$ cat src/rtl/rbs_params.svh
`ifndef RBS_PARAMS_SVH
`define RBS_PARAMS_SVH

// Brown-out mode field encodings
`define RBS_BRN_MODE_OFF      2'h0
`define RBS_BRN_MODE_SW       2'h1
`define RBS_BRN_MODE_NOSLEEP  2'h2
`define RBS_BRN_MODE_ON       2'h3

// Clock rate and timing
`define RBS_CLK_MHZ           200
`define RBS_PUT_MS            64
// Milliseconds times cycles per millisecond
`define RBS_PUT_CYCLES        (`RBS_PUT_MS * 1000 * `RBS_CLK_MHZ)
`define RBS_FILT_NS           100
`define RBS_FILT_CYCLES       ((`RBS_FILT_NS * `RBS_CLK_MHZ + 999) / 1000)

// Reset values
`define RBS_PUT_CNT_RST       32'h0000_0000

`endif

$ cat src/rtl/rbs_pkg.sv
package rbs_pkg;
	typedef enum logic [1:0] {
		RBS_ST_HOLD = 2'b00,
		RBS_ST_PUT  = 2'b01,
		RBS_ST_WAIT = 2'b11,
		RBS_ST_RUN  = 2'b10
	} rbs_state_t;
endpackage

$ cat src/rtl/rbs_filter.sv
`timescale 1ns/1ps
// Passes a level high only after it has stayed high for LEN+1 cycles
module rbs_filter #(
	parameter int LEN = 20
) (
	input  wire logic sys_clk,
	input  wire logic rst,
	input  wire logic din,
	output logic      dout
);
	logic [15:0] cnt_r;

	always_ff @(posedge sys_clk) begin
		if (rst || !din) begin
			cnt_r <= 16'h0000;
			dout  <= 1'b0;
		end else if (cnt_r >= 16'(LEN)) begin
			dout  <= 1'b1;
		end else begin
			cnt_r <= cnt_r + 16'h0001;
		end
	end
endmodule // rbs_filter

$ cat src/rtl/rbs_sequencer.sv
`timescale 1ns/1ps
`include "rbs_params.svh"

module rbs_sequencer #(
	parameter int PUT_CYCLES  = `RBS_PUT_CYCLES,
	parameter int FILT_CYCLES = `RBS_FILT_CYCLES
) (
	// Clock and reset
	input  wire logic       sys_clk,
	input  wire logic       rst,
	// Analog monitors (asynchronous)
	input  wire logic       power_on_low,
	input  wire logic       brownout_trip,
	input  wire logic       brownout_ready,
	input  wire logic       low_power_brownout_reset,
	// Other reset sources
	input  wire logic       external_reset_pin_n,
	input  wire logic       external_reset_pin_en,
	input  wire logic       watchdog_timeout,
	input  wire logic       prog_mode_exit,
	// Configuration
	input  wire logic       power_up_timer_enable_n,
	input  wire logic [1:0] brownout_mode_sel,
	input  wire logic       brownout_level_sel,
	input  wire logic       software_brownout_enable,
	input  wire logic       sleep_active,
	// Outputs
	output logic            internal_reset,
	output logic            brownout_monitor_en,
	output logic            brownout_level_out,
	output logic            power_up_timer_busy,
	output logic            brownout_reset_req,
	output logic [1:0]      seq_state
);
	logic [5:0]               sync_q;
	logic                     por_s, trip_s, rdy_s, lowpwr_s, pin_n_s, wdog_s;
	logic                     trip_filt;
	logic                     mon_active, brn_hold, wait_ready, power_fault;
	logic                     prog_exit_r;
	logic [31:0]              put_cnt_r;
	logic [31:0]              chk_put_r;
	rbs_pkg::rbs_state_t      state_r, state_nxt;

	rbs_sync #(.W(6)) u_sync (
		.sys_clk (sys_clk),
		.rst     (rst),
		.d       ({power_on_low, brownout_trip, brownout_ready,
		           low_power_brownout_reset, external_reset_pin_n, watchdog_timeout}),
		.q       (sync_q)
	);
	assign {por_s, trip_s, rdy_s, lowpwr_s, pin_n_s, wdog_s} = sync_q;

	rbs_filter #(.LEN(FILT_CYCLES)) u_filter (
		.sys_clk (sys_clk),
		.rst     (rst),
		.din     (trip_s),
		.dout    (trip_filt)
	);

	always_comb begin
		unique case (brownout_mode_sel)
			`RBS_BRN_MODE_OFF:     mon_active = 1'b0;
			`RBS_BRN_MODE_SW:      mon_active = software_brownout_enable;
			`RBS_BRN_MODE_NOSLEEP: mon_active = !sleep_active;
			`RBS_BRN_MODE_ON:      mon_active = 1'b1;
		endcase
	end
	assign brownout_monitor_en = mon_active;

	assign brownout_level_out = brownout_level_sel;

	// Start waits for ready in modes 11 and 10; wake from Sleep does not wait
	// Wake from Sleep in Run never waits: wait_ready is read only in the Wait state
	// Already-ready monitor passes through at once
	assign wait_ready = (brownout_mode_sel == `RBS_BRN_MODE_NOSLEEP) && !sleep_active && !rdy_s
	                  || (brownout_mode_sel == `RBS_BRN_MODE_ON) && !rdy_s
	                     && (state_r != rbs_pkg::RBS_ST_RUN);

	assign brn_hold = (mon_active && trip_filt) || lowpwr_s;
	assign brownout_reset_req = brn_hold;

	assign power_fault = por_s || brn_hold;

	// Pulse sources caught so a one-cycle exit still resets
	always_ff @(posedge sys_clk) begin
		if (rst)
			prog_exit_r <= 1'b0;
		else
			prog_exit_r <= prog_mode_exit;
	end

	always_comb begin
		state_nxt = state_r;
		unique case (state_r)
			rbs_pkg::RBS_ST_HOLD: begin
				if (!power_fault)
					state_nxt = power_up_timer_enable_n ? rbs_pkg::RBS_ST_WAIT
					                                   : rbs_pkg::RBS_ST_PUT;
			end
			rbs_pkg::RBS_ST_PUT: begin
				if (power_fault)
					state_nxt = rbs_pkg::RBS_ST_HOLD;
				else if (put_cnt_r >= 32'(PUT_CYCLES - 1))
					state_nxt = rbs_pkg::RBS_ST_WAIT;
			end
			rbs_pkg::RBS_ST_WAIT: begin
				if (power_fault)
					state_nxt = rbs_pkg::RBS_ST_HOLD;
				else if (!wait_ready)
					state_nxt = rbs_pkg::RBS_ST_RUN;
			end
			rbs_pkg::RBS_ST_RUN: begin
				if (power_fault || prog_exit_r)
					state_nxt = rbs_pkg::RBS_ST_HOLD;
			end
		endcase
	end

	always_ff @(posedge sys_clk) begin
		if (rst)
			state_r <= rbs_pkg::RBS_ST_HOLD;
		else
			state_r <= state_nxt;
	end

	always_ff @(posedge sys_clk) begin
		if (rst || state_r != rbs_pkg::RBS_ST_PUT)
			put_cnt_r <= `RBS_PUT_CNT_RST;
		else
			put_cnt_r <= put_cnt_r + 32'h0000_0001;
	end

	// Release needs Run state, and pin high only when the pin is enabled
	always_ff @(posedge sys_clk) begin
		if (rst) begin
			internal_reset      <= 1'b1;
			power_up_timer_busy <= 1'b0;
		end else begin
			internal_reset      <= (state_nxt != rbs_pkg::RBS_ST_RUN) || prog_exit_r || wdog_s
			                       || (external_reset_pin_en && !pin_n_s);
			power_up_timer_busy <= (state_nxt == rbs_pkg::RBS_ST_PUT);
		end
	end
	assign seq_state = state_r;

	// Own count of timer cycles, kept apart from the working counter
	always_ff @(posedge sys_clk) begin
		if (rst || state_r != rbs_pkg::RBS_ST_PUT)
			chk_put_r <= 32'h0000_0000;
		else
			chk_put_r <= chk_put_r + 32'h0000_0001;
	end
endmodule // rbs_sequencer

$ cat src/rtl/rbs_sync.sv
`timescale 1ns/1ps
// Two-stage synchroniser for asynchronous levels
module rbs_sync #(
	parameter int W = 1
) (
	input  wire logic         sys_clk,
	input  wire logic         rst,
	input  wire logic [W-1:0] d,
	output logic      [W-1:0] q
);
	logic [W-1:0] meta_r;

	always_ff @(posedge sys_clk) begin
		if (rst) begin
			meta_r <= '0;
			q      <= '0;
		end else begin
			meta_r <= d;
			q      <= meta_r;
		end
	end
endmodule // rbs_sync

$ cat config.mk
export PLATFORM = sky130hd
export DESIGN_NAME = rbs_sequencer
export DESIGN_NICKNAME = d
export VERILOG_FILES = /design/src/rtl/rbs_pkg.sv /design/src/rtl/rbs_filter.sv /design/src/rtl/rbs_sequencer.sv /design/src/rtl/rbs_sync.sv
export VERILOG_INCLUDE_DIRS = /design/src /design/src/rtl
export SDC_FILE = /design/constraint.sdc
export NUM_CORES = 1
export LEC_CHECK = 0
export BUFFER_PORTS_ARGS = -buffer_cell sky130_fd_sc_hd__buf_2
export CAP_MARGIN = 20
export CORE_UTILIZATION = 45
export DETAILED_ROUTE_END_ITERATION = 7
export PLACE_DENSITY_LB_ADDON = 0.08
export SYNTH_ARGS = -nofsm -noshare
export SYNTH_HDL_FRONTEND = slang
export SYNTH_HIERARCHICAL = 1
export SYNTH_SLANG_ARGS = --single-unit
$ cat constraint.sdc
create_clock -name sys_clk -period 4.4 [get_ports sys_clk]
set_input_delay 0.66 -clock sys_clk [delete_from_list [all_inputs] [get_ports sys_clk]]
set_output_delay 0.66 -clock sys_clk [all_outputs]
set_load 0.02 [all_outputs]
# == After elaboration in Yosys (flattened, before gate mapping) ==
# Index checks and enable logic that the tools add are counted.
# op_classes
add_sub_neg,2
n_lt_le_gt_ge,2
eq_ne,10
muxes,9
reduce_logical,21
# op_table
cell,n
$add 32x1->32 const B,1
$ge 32x24->1 const B,1
$add 16x1->16 const B,1
$ge 16x5->1 const B,1
$mux 2,7
$logic_or 1x1->1,9
$eq 2x2->1 const B,4
$pmux 2 s4,1
$eq 2x1->1 const B,3
$logic_and 1x1->1,6
$logic_not 1->1,4
$logic_not 2->1,2
$ne 2x2->1 const B,2
$pmux 1 s4,1
$ne 2x1->1 const B,1
# totals
regBits,66
input_bits,16

# == Depth between registers and ports, before layout ==
# depth
ltp_word,12
depth_mapped,6

# == Hierarchy ==
# Netlist, hierarchy kept.
# modules_own_cells
mod,n_inst,cells_each,area_each_um2,seq_area_each_um2
rbs_sequencer,1,216,1833.0,740.7
rbs_filter,1,57,611.8,340.3
rbs_sync,1,25,366.6,240.2

# == Worst setup path after synthesis ==
# OpenSTA, ideal clock, no wires.
# synth_path
kind,reg-to-reg
start,register put_cnt_r[12]
end,register put_cnt_r[27]
setup_ns,0.071
arrival_ns,1.901
slack_ns,2.429
stages_incl_launch_ff,7
n_path_buf,2
synth_period_minus_slack_ns,1.971
cell_sequence,dfxtp_1 > nand4_1 > or4_1 > buf_2 > buf_6 > or4_1 > a21oi_1
# synth_between
elab_chain_cells,1
# synth_lines
item,line,rtl
start: declaration,rbs_sequencer.sv:40,logic [31:0] put_cnt_r;
start signal: assignment,rbs_sequencer.sv:128,put_cnt_r <= `RBS_PUT_CNT_RST;
start signal: assignment,rbs_sequencer.sv:130,put_cnt_r <= put_cnt_r + 32'h0000_0001;
$add 32x1->32,rbs_sequencer.sv:130,
# Every way passes these cells.
# A chain may end at the register's enable or synchronous reset.

# == Worst setup path after layout ==
# layout_path
start,register put_cnt_r[7]
end,register put_cnt_r[28]
# The elaborated chain is that of the path after synthesis.

==> flow_metrics.py <==
metrics = {
    "outcome": {
        "status": "finished, final reports clean",
    },
    "detailed_routing": {
        "wl_per_cell_um": 12.9,
        "drt-pass1-iter-count": 4,
        "num_vias": 2153,
        "antenna_left": 0,
        "drc": 0,
        "routed_wl_mm": 5.19,
        "post_drt_via_cell_ratio": 5.37,
        "drt_iter0_drc": 68,
    },
    "clocking": {
        "htreeDepth": 3,
        "cts_tree": "yes",
        "cts.sinks": 66,
        "postCtsResizedCells": 0,
        "hold_buffers": 0,
        "path_clk_slew_ps": 70,
        "root_buffer": "clkbuf_8",
        "postCtsSetupBuffers": 0,
        "cts_buffers": 9,
        "insertion_delay_ps": 340,
        "cts_buffer_depth": 2,
    },
    "global_route": {
        "grt_max_degree": 20,
        "antenna_found_initial": 0,
        "overflow": 0,
        "use_met2_pct": 25.9,
        "track_usage_pct": 17.3,
        "grt_pass1_wl_mm": 8.55,
        "grt_pass1_vias": 1876,
        "busiest_layer": "met2",
        "use_met1_pct": 22.4,
        "met3_usage_pct": 4.27,
    },
    "min_path": {
        "hp-class": "reg -> reg",
        "hold_depth": 1,
    },
    "layout": {
        "nFillCells": 545,
        "final_common_cell": "dfxtp_1",
        "final_cell_mix": "66 x dfxtp_1, 27 x nor2_1, 20 x buf_2, 19 x nand3_1, 14 x nand2_1",
        "syn2layout_area_growth_pct": 13.3,
        "nets": 340,
        "drive_above_1_share_pct": 17.5,
        "diodes": 0,
    },
    "yosys": {
        "synth_cells": 298,
        "synthArstFlopShare_pct": 0,
        "synth_nets": 317,
        "syn_avg_cell_area_sq_um": 9.43,
        "yosys_warnings": 6,
        "ys_ff_latch": 66,
        "synth_edf_count": 0,
        "ys.flop_type": "dfxtp_1",
        "yosysSeqAreaShare_pct": 47.0,
        "synth_area_sq_mm": 0.00281,
        "synthDistinctLibCells": 49,
    },
    "power_and_ir_drop": {
        "p_switching_w": 0.000267,
        "p_int_w": 0.000967,
        "p_leak_nw": 1.18,
        "vdd_drop_max_uv": 202,
        "power_density_mw_per_mm2": 387,
        "switching_share_pct": 21.7,
        "pwr-share-comb_pct": 4.8,
        "p_clk_share_pct": 45.4,
        "seqPwrFrac_pct": 49.8,
    },
    "floorplan": {
        "fp.dieW_um": 81.0,
        "num_rows": 28,
        "core_area_sq_mm": 0.00599,
        "start_util_pct": 46.9,
        "die_h_um": 81.0,
        "io_pins": 23,
        "dieArea_sq_mm": 0.00657,
    },
    "worst_setup_path": {
        "critPathRequiredTime_ps": 4630,
        "critPathLaunchType": "flop",
        "crit_arrival_ps": 2440,
        "crit_type": "reg -> reg",
        "critPathMaxFanout": 16,
        "rr_worst_depth": 4,
        "cp-end-kind": "flop",
    },
    "sta": {
        "finalSetupTns_ps": 0,
        "finClkSkew_ps": 10.4,
        "finalMaxSlewViolations": 0,
        "min_period_ps": 2220,
        "rsz0062_at_grt": "false",
        "setup_viol": 0,
        "period_share_pct": 50.4,
        "worst_slew_pin_slew_ps": 626,
        "hold_viol": 0,
        "relSlewSlack_pct": 58.2,
        "fmax_mhz": 451,
        "hold_ws_ps": 440,
    },
    "run": {
        "drv_cap": 0,
    },
    "place": {
        "port_buffers": 20,
        "hpwl_mm": 3.56,
        "gp_congestion": 0.728,
    },
}
-- cells by family after synthesis --
kind of cell	Yosys count	synth area share (%)
buffers and inverters	19	3.25
AND/OR/NAND/NOR	148	31.9
AO/OA/AOI/OAI	44	10.8
flip-flops	66	47.0
adder cells (fa/ha/maj)	3	1.34
multiplexers	3	1.07
XOR/XNOR	15	4.67
-- flip-flops by register name (all words and copies together) (netlist names), 2 cells and up --
register / cells
put_cnt_r: 32
u_filter/cnt_r: 16
u_sync/meta_r: 6
u_sync/q: 6
seq_state: 2
-- per-layer routing --
layer  up-vias  share of wire (%)
met5         -                  0
met4         0                2.5
met3        14                2.4
met2        26                 44
met1       991                 51
li1       1122                  -
-- Yosys cell counts (6+ instances only) --
master	count	share of area [%]
dfxtp_1	66	47
nor2_1	27	3.6
nor2b_2	8	2.5
nand4_1	8	1.8
inv_1	8	1.1
a21oi_1	12	2.1
and2_1	13	2.9
nor4_1	6	1.3
nand2_1	14	1.9
nor3_1	8	1.4
xnor2_1	9	2.8
nand3_1	19	3.4
or4_1	9	2.4
xor2_1	6	1.9
o31ai_1	8	2.1
o21ai_0	6	1.1
-- worst max-delay path, stage by stage (launching register included) --
cell and delay, ps:
dfxtp_1 430, nand3_1 160, or4_1 770, or4_1 610, mux2i_1 130
-- cell type report --
cell class	count	area (sq um)	share of cell area, %
Multi-Input combinational cell	213	1400	43.9
Sequential cell	66	1320	41.5
Clock buffer	11	141	4.44
Timing Repair Buffer	23	123	3.85
Tap cell	75	93.8	2.95
Clock inverter	5	77.6	2.44
Inverter	8	30.0	0.943
-- power by group through the flow --
stage	combinational (W)	clock, W	sequential (W)
3_3_place_gp	0.0000600	0	0.000628
6_report	0.0000598	0.000560	0.000615
3_5_place_dp	0.0000605	0	0.000628
4_1_cts	0.0000608	0.000577	0.000615
2_1_floorplan	0.0000380	0	0.000631
5_1_grt	0.0000667	0.000600	0.000616
-- through the flow --
step	utilization, %	total power, W	area, sq um	setup WS (ps)	cells
after floorplan	-	0.000669	2810	2430	298
after global placement	49.5	0.000688	2970	2100	385
after detailed placement	49.5	0.000689	2970	2070	385
after CTS	53.2	0.00125	3190	2190	401
after global routing	53.2	0.00128	3190	2080	401
final	53.2	0.00123	3190	2180	401
-- worst paths after layout --
| path | startpoint | endpoint | slack (ps) |
|---|---|---|---|
| min reg2reg | u_sync/meta_r[1]$_SDFF_PP0_ | u_sync/q[1]$_SDFF_PP0_ | 440 |
| max | put_cnt_r[7]$_SDFF_PP0_ | put_cnt_r[28]$_SDFF_PP0_ | 2180 |
| max reg2reg | put_cnt_r[7]$_SDFF_PP0_ | put_cnt_r[28]$_SDFF_PP0_ | 2180 |
| min | u_sync/meta_r[1]$_SDFF_PP0_ | u_sync/q[1]$_SDFF_PP0_ | 440 |
Power figures use the tool's default switching activity.
